**src/rtl/outprot_pkg.sv**
```systemverilog
// constants, register map and types for the output protection and run/stop block
// assumes one 100 MHz system clock and a 32-bit Avalon-MM register bus
package outprot_pkg;
   localparam int DATA_W = 32;
   localparam int ADDR_W = 5;
   localparam int CLUSTER_SIZE = 4;
   localparam int MAX_CLUSTERS = 4;
   localparam int SEL_W = 5;
   localparam int IRQ_W = MAX_CLUSTERS + 1;
   localparam int CLK_PERIOD_NS = 10;
   localparam int NS_PER_MS = 1000000;
   localparam int REARM_PERIOD_MS = 1000;
   localparam int REARM_CYCLES_DEF = REARM_PERIOD_MS * (NS_PER_MS / CLK_PERIOD_NS);
   // byte offsets, one aligned word each
   localparam logic [ADDR_W-1:0] CTRL_OFS = 5'h00;
   localparam logic [ADDR_W-1:0] CMD_OFS = 5'h04;
   localparam logic [ADDR_W-1:0] APP_OFS = 5'h08;
   localparam logic [ADDR_W-1:0] DFLT_OFS = 5'h0c;
   localparam logic [ADDR_W-1:0] FSEL_OFS = 5'h10;
   localparam logic [ADDR_W-1:0] STATUS_OFS = 5'h14;
   localparam logic [ADDR_W-1:0] IRQ_STAT_OFS = 5'h18;
   localparam logic [ADDR_W-1:0] IRQ_MASK_OFS = 5'h1c;
   // field positions
   localparam int CTRL_INHIBIT_BIT = 0;
   localparam int CTRL_SEL_EN_BIT = 1;
   localparam int CTRL_SEL_LSB = 8;
   localparam int CMD_RUN_BIT = 0;
   localparam int CMD_STOP_BIT = 1;
   localparam int STATUS_RUN_BIT = 0;
   localparam int STATUS_FAULT_LSB = 8;
   localparam int IRQ_STATE_BIT = 4;
   // reset values
   localparam logic [DATA_W-1:0] APP_RST = 32'h0;
   localparam logic [DATA_W-1:0] DFLT_RST = 32'h0;
   localparam logic [DATA_W-1:0] FSEL_RST = 32'h0;
   localparam logic [IRQ_W-1:0] IRQ_RST = 5'h0;
   typedef enum logic {halted_state, run_state} run_type;
   typedef struct packed {
      logic read;
      logic write;
      logic [ADDR_W-1:0] address;
      logic [DATA_W-1:0] writedata;
   } av_req_type;
   typedef struct packed {
      logic [SEL_W-1:0] in_sel;
      logic in_en;
      logic inhibit;
   } ctrl_type;
   localparam ctrl_type CTRL_RST = '{in_sel: 5'h0, in_en: 1'b0, inhibit: 1'b0};
endpackage

```
**src/rtl/output_protect_run_stop.sv**
```systemverilog
// output stage (function select, fallback, cluster protection) and run/stop arbitration
// assumes pins arrive asynchronously; function engines run on clk_in
// Function
// outputs selectable to special function sources
// unassigned outputs follow application value
// halted state drives configured default values
// protection clusters of four outputs
// fault forces whole cluster to zero
// periodic automatic rearm about one second
// inhibit setting keeps tripped cluster off
// short to low rail trips automatically
// short to high rail: no action
// relay outputs never trip nor report
// three run/stop sources arbitrated
// switch positions select run or halt
// switch stop overrides input and software
// switch rise runs unless input low
// software commands accepted when input permits
// input rise runs, input low halts
// only one input selectable for run/stop
// rearm rechecks fault, restarts timer
// per-cluster fault flag in status
//
// The implementer's own choices: the Avalon-MM register port and the address map.
`timescale 1ns/100ps
module output_protect_run_stop #(
   parameter int NUM_OUT = 16,
   parameter int NUM_IN = 24,
   parameter logic [NUM_OUT-1:0] TRANSISTOR_MASK = '1,
   parameter logic [NUM_OUT-1:0] FUNC_CAPABLE = '1,
   parameter int REARM_CYCLES = outprot_pkg::REARM_CYCLES_DEF
) (
   input wire logic clk_in, // system clock
   input wire logic rst_n_in, // async reset, low
   input wire outprot_pkg::av_req_type av_in, // avalon request
   output logic [outprot_pkg::DATA_W-1:0] av_readdata_out, // avalon read data
   output logic av_waitrequest_out, // avalon wait
   input wire logic run_switch_in, // panel switch, 1 = run
   input wire logic [NUM_IN-1:0] field_in, // digital field inputs
   input wire logic [NUM_OUT-1:0] fault_in, // overcurrent detectors
   input wire logic [NUM_OUT-1:0] func_value_in, // function engine values
   output logic [NUM_OUT-1:0] drive_out, // output stage drive
   output logic running_out, // controller in run
   output logic irq_out // interrupt, high level
);
   import outprot_pkg::*;
   // cluster count
   localparam int NUM_CL = (NUM_OUT + CLUSTER_SIZE - 1) / CLUSTER_SIZE;
   localparam int CNT_W = $clog2(REARM_CYCLES + 1);
   localparam logic [CNT_W-1:0] CNT_LAST = CNT_W'(REARM_CYCLES - 1);
   localparam int SYNC_W = NUM_IN + NUM_OUT + 1;
   // cluster membership
   function automatic logic cluster_any(input logic [NUM_OUT-1:0] v, input int c);
      logic r;
      r = 1'b0;
      for (int i = 0; i < NUM_OUT; i++)
      begin
         if (i / CLUSTER_SIZE == c)
            r = r | v[i];
      end
      return r;
   endfunction
   logic [1:0] rst_sync;
   logic rst_n, sw;
   logic [SYNC_W-1:0] sync_a, sync_b;
   logic [NUM_IN-1:0] field;
   logic [NUM_OUT-1:0] fault;
   always_ff @(posedge clk_in or negedge rst_n_in)
   begin
      if (!rst_n_in)
         rst_sync <= 2'h0;
      else
         rst_sync <= {rst_sync[0], 1'b1};
   end
   assign rst_n = rst_sync[1];
   // sync_a feeds only sync_b
   always_ff @(posedge clk_in or negedge rst_n)
   begin
      if (!rst_n)
         {sync_b, sync_a} <= '0;
      else
         {sync_b, sync_a} <= {sync_a, run_switch_in, field_in, fault_in};
   end
   assign sw = sync_b[SYNC_W-1];
   assign field = sync_b[NUM_OUT +: NUM_IN];
   assign fault = sync_b[NUM_OUT-1:0];
   // register bus and registers
   ctrl_type ctrl, next_ctrl;
   logic [NUM_OUT-1:0] app, next_app, dflt, next_dflt, fsel, next_fsel;
   logic [IRQ_W-1:0] irq_stat, next_irq_stat, irq_mask, next_irq_mask, events;
   logic ack, next_ack, cmd_run, next_cmd_run, cmd_stop, next_cmd_stop;
   logic [DATA_W-1:0] next_rdata, rd_mux;
   logic wr_now;
   logic [NUM_CL-1:0] tripped;
   run_type state, next_state;
   assign wr_now = av_in.write & ack;
   assign av_waitrequest_out = (av_in.read | av_in.write) & ~ack;
   assign irq_out = |(irq_stat & irq_mask);
   always_comb
   begin
      rd_mux = '0;
      case (av_in.address)
         CTRL_OFS:
         begin
            rd_mux[CTRL_INHIBIT_BIT] = ctrl.inhibit;
            rd_mux[CTRL_SEL_EN_BIT] = ctrl.in_en;
            rd_mux[CTRL_SEL_LSB +: SEL_W] = ctrl.in_sel;
         end
         APP_OFS: rd_mux[NUM_OUT-1:0] = app;
         DFLT_OFS: rd_mux[NUM_OUT-1:0] = dflt;
         FSEL_OFS: rd_mux[NUM_OUT-1:0] = fsel;
         STATUS_OFS:
         begin
            rd_mux[STATUS_RUN_BIT] = (state == run_state);
            // fault flags
            rd_mux[STATUS_FAULT_LSB +: NUM_CL] = tripped;
         end
         IRQ_STAT_OFS: rd_mux[IRQ_W-1:0] = irq_stat;
         IRQ_MASK_OFS: rd_mux[IRQ_W-1:0] = irq_mask;
         default: rd_mux = '0;
      endcase
   end
   always_comb
   begin
      next_ack = (av_in.read | av_in.write) & ~ack;
      next_rdata = ack ? av_readdata_out : rd_mux;
      next_ctrl = ctrl;
      next_app = app;
      next_dflt = dflt;
      next_fsel = fsel;
      next_irq_mask = irq_mask;
      next_cmd_run = 1'b0;
      next_cmd_stop = 1'b0;
      // set wins over write-one-to-clear
      next_irq_stat = irq_stat | events;
      if (wr_now)
      begin
         case (av_in.address)
            CTRL_OFS:
            begin
               next_ctrl.inhibit = av_in.writedata[CTRL_INHIBIT_BIT];
               next_ctrl.in_en = av_in.writedata[CTRL_SEL_EN_BIT];
               // single input index
               next_ctrl.in_sel = av_in.writedata[CTRL_SEL_LSB +: SEL_W];
            end
            CMD_OFS:
            begin
               next_cmd_run = av_in.writedata[CMD_RUN_BIT];
               next_cmd_stop = av_in.writedata[CMD_STOP_BIT];
            end
            APP_OFS: next_app = av_in.writedata[NUM_OUT-1:0];
            DFLT_OFS: next_dflt = av_in.writedata[NUM_OUT-1:0];
            FSEL_OFS: next_fsel = av_in.writedata[NUM_OUT-1:0];
            IRQ_STAT_OFS:
               next_irq_stat = (irq_stat & ~av_in.writedata[IRQ_W-1:0]) | events;
            IRQ_MASK_OFS: next_irq_mask = av_in.writedata[IRQ_W-1:0];
            default: next_ctrl = ctrl;
         endcase
      end
   end
   always_ff @(posedge clk_in or negedge rst_n)
   begin
      if (!rst_n)
      begin
         ack <= 1'b0;
         av_readdata_out <= '0;
         ctrl <= CTRL_RST;
         app <= APP_RST[NUM_OUT-1:0];
         dflt <= DFLT_RST[NUM_OUT-1:0];
         fsel <= FSEL_RST[NUM_OUT-1:0];
         irq_stat <= IRQ_RST;
         irq_mask <= IRQ_RST;
         cmd_run <= 1'b0;
         cmd_stop <= 1'b0;
      end
      else
      begin
         ack <= next_ack;
         av_readdata_out <= next_rdata;
         ctrl <= next_ctrl;
         app <= next_app;
         dflt <= next_dflt;
         fsel <= next_fsel;
         irq_stat <= next_irq_stat;
         irq_mask <= next_irq_mask;
         cmd_run <= next_cmd_run;
         cmd_stop <= next_cmd_stop;
      end
   end
   // run/stop arbitration
   logic sw_d, inp, inp_d, sel_ok, sw_rise, inp_rise, force_stop, go, drop;
   assign sel_ok = ctrl.in_en && (ctrl.in_sel < NUM_IN);
   // out-of-range index reads low; sel_ok masks it anyway
   assign inp = (ctrl.in_sel < NUM_IN) ? field[ctrl.in_sel] : 1'b0;
   assign sw_rise = sw & ~sw_d;
   assign inp_rise = inp & ~inp_d;
   always_comb
   begin
      // switch stop, or R16 input low
      force_stop = !sw || (sel_ok && !inp);
      // sources that start the program
      go = !force_stop && (sw_rise || (sel_ok && inp_rise) || (cmd_run && !cmd_stop));
      // software stop
      drop = force_stop || (cmd_stop && !(sel_ok && inp_rise));
      next_state = state;
      case (state)
         halted_state:
         begin
            if (go)
               next_state = run_state;
         end
         run_state:
         begin
            if (drop)
               next_state = halted_state;
         end
         default: next_state = halted_state;
      endcase
   end
   always_ff @(posedge clk_in or negedge rst_n)
   begin
      if (!rst_n)
      begin
         state <= halted_state;
         sw_d <= 1'b0;
         inp_d <= 1'b0;
      end
      else
      begin
         state <= next_state;
         sw_d <= sw;
         inp_d <= inp;
      end
   end
   assign running_out = (state == run_state);
   // cluster protection
   logic [NUM_CL-1:0] next_tripped, fault_cl, trip_ev;
   logic [CNT_W-1:0] cnt [NUM_CL], next_cnt [NUM_CL];
   logic [NUM_OUT-1:0] keep, fmask, next_drive;
   always_comb
   begin
      for (int c = 0; c < NUM_CL; c++)
      begin
         // short to 0 V seen as overcurrent
         // no detector for short to 24 V
         // relay positions masked out
         fault_cl[c] = cluster_any(fault & TRANSISTOR_MASK, c);
         next_tripped[c] = tripped[c];
         next_cnt[c] = cnt[c];
         trip_ev[c] = 1'b0;
         if (!tripped[c])
         begin
            // trip whole cluster
            if (fault_cl[c])
            begin
               next_tripped[c] = 1'b1;
               next_cnt[c] = '0;
               trip_ev[c] = 1'b1;
            end
         end
         // inhibit freezes the timer
         else if (!ctrl.inhibit)
         begin
            // rearm attempt rechecks fault
            if (cnt[c] == CNT_LAST)
            begin
               next_cnt[c] = '0;
               if (!fault_cl[c])
                  next_tripped[c] = 1'b0;
            end
            else
               next_cnt[c] = cnt[c] + CNT_W'(1);
         end
      end
      events = '0;
      events[NUM_CL-1:0] = trip_ev;
      events[IRQ_STATE_BIT] = (next_state != state);
   end
   always_comb
   begin
      for (int i = 0; i < NUM_OUT; i++)
         keep[i] = ~tripped[i / CLUSTER_SIZE];
      // only capable outputs take a function
      fmask = fsel & FUNC_CAPABLE;
      // plain outputs follow application
      next_drive = (func_value_in & fmask) | (app & ~fmask);
      // fallback while halted
      if (state == halted_state)
         next_drive = dflt;
      // tripped clusters at zero
      next_drive = next_drive & keep;
   end
   always_ff @(posedge clk_in or negedge rst_n)
   begin
      if (!rst_n)
      begin
         tripped <= '0;
         drive_out <= '0;
         for (int c = 0; c < NUM_CL; c++)
            cnt[c] <= '0;
      end
      else
      begin
         tripped <= next_tripped;
         drive_out <= next_drive;
         for (int c = 0; c < NUM_CL; c++)
            cnt[c] <= next_cnt[c];
      end
   end

   for (genvar g = 0; g < NUM_CL; g++)
   begin : g_chk

   end
endmodule

```
**config.mk**
```make
export PLATFORM = sky130hd
export DESIGN_NAME = output_protect_run_stop
export DESIGN_NICKNAME = d
export VERILOG_FILES = /design/src/rtl/outprot_pkg.sv /design/src/rtl/output_protect_run_stop.sv
export SDC_FILE = /design/constraint.sdc
export NUM_CORES = 1
export LEC_CHECK = 0
export ABC_CLOCK_PERIOD_IN_PS = 20000
export BUFFER_PORTS_ARGS = -buffer_cell sky130_fd_sc_hd__buf_2
export CAP_MARGIN = 20
export CELL_PAD_IN_SITES_DETAIL_PLACEMENT = 1
export CELL_PAD_IN_SITES_GLOBAL_PLACEMENT = 2
export CORE_MARGIN = 3
export CORE_UTILIZATION = 25
export DETAILED_ROUTE_END_ITERATION = 12
export GPL_TIMING_DRIVEN = 0
export HOLD_SLACK_MARGIN = 0.02
export PLACE_DENSITY = 0.66
export SLEW_MARGIN = 20
export SYNTH_ARGS = -nofsm -noshare
export SYNTH_HDL_FRONTEND = slang
export SYNTH_SLANG_ARGS = --single-unit
```
**constraint.sdc**
```tcl
create_clock -name clk_in -period 20 [get_ports clk_in]
set_clock_uncertainty 0.1 [all_clocks]
set_input_delay 3 -clock clk_in [delete_from_list [all_inputs] [get_ports clk_in]]
set_output_delay 3 -clock clk_in [all_outputs]
set_load 0.05 [all_outputs]
```
==> summary.md <==
| Metric | Value |
|---|---|
| Area leader, netlist | `dfrtp_1` |
| Clock Sinks | `299` |
| Pleak | `0.007042 uW` |
| Drc violations | `0` |
| Part of the power in registers | `0.409` |
| TNS Setup | `0 ns` |
| Antenna diodes | `0` |
| Clock Tree Root | `clkbuf_16` |
| Clock latency on the worst-skew pair | `0.57 ns` |
| Mapped Cells | `1247` |
| Ys Warns | `0` |
| CTS tree | `done` |
| Row cnt | `84` |
| Clock power frac | `0.445` |
| Count leader, synth | `dfrtp_1` |
| Sw Share | `0.2892` |
| Die W | `238.8 microns` |
| Crit end category | `primary output` |
| Clock Path Buffers | `3` |
| Post-route ant nets | `0` |
| Gr ovfl total | `0` |
| Routed wire length | `41320 microns` |
| Int Pwr | `1208 uW` |
| RSZ-0062 raised after global routing | `false` |
| Final Hold Vio Count | `0` |
| Mean routed wirelength per cell | `19.33 microns` |
| CP Launch Type | `input port` |
| Layout area overhead | `22.45%` |
| CTS resizes | `0` |
| Fmax | `149.0 MHz` |
| Asr flop ratio synth | `1.000` |
| Num CTS Buffers | `37` |
| Hold/Removal Path Class | `flip-flop to async pin` |
| Data required, critical path | `16.90 ns` |
| Detailed-route via count | `10790` |
| Maximum vdd drop | `0.00004972 V` |
| Vias per std cell | `5.050` |
| Area contributors post-synth | `dfrtp_1 55%, mux2_2 5.6%, a31oi_1 3.8%` |
| Core footprint | `53080 sq um` |
| Synth Flop Type | `dfrtp_1` |
| Register area share after synthesis | `0.5521` |
| Post-synth EDFFs | `0` |
| Synth cell count leaders | `299 x dfrtp_1, 114 x nand2_1, 83 x a31oi_1` |
| Die height | `238.8 microns` |
| Fin. max-slew vios | `0` |
| Dpl cell area | `15200 sq um` |
| Die ar. | `57040 sq um` |
| Worst-case reg-to-reg path depth | `7` |
| Power density cells | `102.4 nW/um^2` |
| Mapped Area | `13550 sq um` |
| Final GP Congestion | `0.7750` |
| Slew @ Worst Pin | `0.9758 ns` |
| DRT Pass-1 Iters | `5` |
| Hold-fix buffers, CTS | `0` |
| Initial DRC Count | `616` |
| Cell variety after synth | `73` |
| Synthesized area per cell | `10.87 sq um` |
| Tcrit/Tclk final | `0.3356` |
| Setup violators final | `0` |
| I/O Buffers | `113` |
| Pin count of the biggest net entering global routing | `54` |
| Arr. time, crit path | `3.61 ns` |
| Htree depth | `2` |
| Final Power | `1699 uW` |
| Layout Nets | `1523` |
| Fin util | `0.3127` |
| RR Endpoint | `cnt[105]` |
| Slew headroom | `0.3435` |
| Clock slew at reported path FFs | `0.06 ns` |
| Logic pwr share | `0.147` |
| Reg2Reg Launch Point | `cnt[81]` |
| Max-cap viol count | `0` |
| Synth top area share | `0.5521` |
| HPWL after detailed placement | `29150 microns` |
| Crit-path max FO | `3` |
| R2R setup slack | `17.13 ns` |
| Design area | `16590 sq um` |
| Initial Util | `0.2553` |
| Layout cell share with drive strength beyond 1 | `0.2195` |
| Number of placed I/O pins | `149` |
| Outcome | `finished, final reports clean` |
| Initial antenna violation count | `1` |
| Gr usage total | `0.1457` |
| Seq cells post-synth | `299` |
| Min Tclk post-route | `6.711 ns` |
| Worst hold margin | `0.1829 ns` |
| Switch Pwr | `491.4 uW` |
| Setup Fix Bufs, Post-CTS | `0` |
| First-pass GRT wire length | `65990 microns` |
| Setup CP Type | `input port to primary output` |
| Vias in the first global route | `11340` |
[final cells by class]
type                            instances  area [sq um]
Buffer                                 88         439.2
Clock buffer                           48          1057
Clock inverter                         19         330.3
Fill cell                            5902         36480
Inverter                               24         90.09
Multi-Input combinational cell        851          5615
Sequential cell                       299          7486
Tap cell                              688         860.8
Timing Repair Buffer                  120         715.7
[metal layers]
layer  vias up  GRT usage  routed length, microns
met4         0    0.03738                     871
met1      5555     0.2031                   19640
met2       180     0.2343                   19030
li1       4996          -                       -
met5         -          0                       0
met3        60    0.02688                    1775
[registers in the layout, summed over array words and instances (netlist names), 7 cells and up]
register	count
fmask	16
sync_b	41
sync_a	41
av_readdata_out	16
ctrl	7
dflt	16
cnt	108
drive_out	16
app	16
[placed cells by master, fill, tap and decap left out, drive strengths merged, types with 26 or more instances in the layout]
cell	n
mux2i	48
buf	165
a31oi	83
nor4	26
nand4	32
dfrtp	299
clkbuf	91
nor2	54
a21oi	50
nand2	114
mux2	67
nand3	69
and3	26
o21ai	53
[through the flow]
| step | std cells | setup slack [ns] |
|---|---|---|
| 6_report | 2137 | 13.29 |
| 5_1_grt | 2137 | 13.24 |
| 4_1_cts | 2137 | 13.30 |
| 3_5_place_dp | 2070 | 13.31 |
| 3_3_place_gp | 2063 | 7.031 |
| 2_1_floorplan | 1262 | 10.95 |
[cells by family (layout without fill, tap and decap cells)]
kind of cell | Yosys count | after routing | share of synthesized area
buffers and inverters | 112 | 299 | 0.03905
XOR/XNOR | 3 | 3 | 0.001939
adder cells (fa/ha/maj) | 4 | 4 | 0.003693
multiplexers | 121 | 121 | 0.1011
AO/OA/AOI/OAI | 290 | 290 | 0.1403
flip-flops | 299 | 299 | 0.5521
AND/OR/NAND/NOR | 416 | 416 | 0.1612
other | 2 | 17 | 0.0005542
[power groups by stage]
stage | Clock (uW) | Sequential [uW] | Combinational, uW
global route | 806 | 702 | 278
floorplan | 0 | 711 | 152
global placement | 0 | 714 | 232
CTS | 778 | 695 | 253
detailed placement | 0 | 705 | 252
finish | 755 | 695 | 249
[worst max-delay path, stage by stage]
cell and delay [ns]:
buf_2 0.13, nor2_1 0.06, nor2_1 0.13, buf_2 0.29
[worst max-delay path by stage]
stage                           start                 end  cells after the start
after global routing        av_in[37]  av_waitrequest_out                      4
after global placement    rst_sync[1]          sync_a[11]                      0
after floorplan           rst_sync[1]                 ack                      0
after CTS                   av_in[37]  av_waitrequest_out                      4
after detailed placement    av_in[37]  av_waitrequest_out                      4
final                       av_in[37]  av_waitrequest_out                      4
Power figures use the tool's default switching activity.
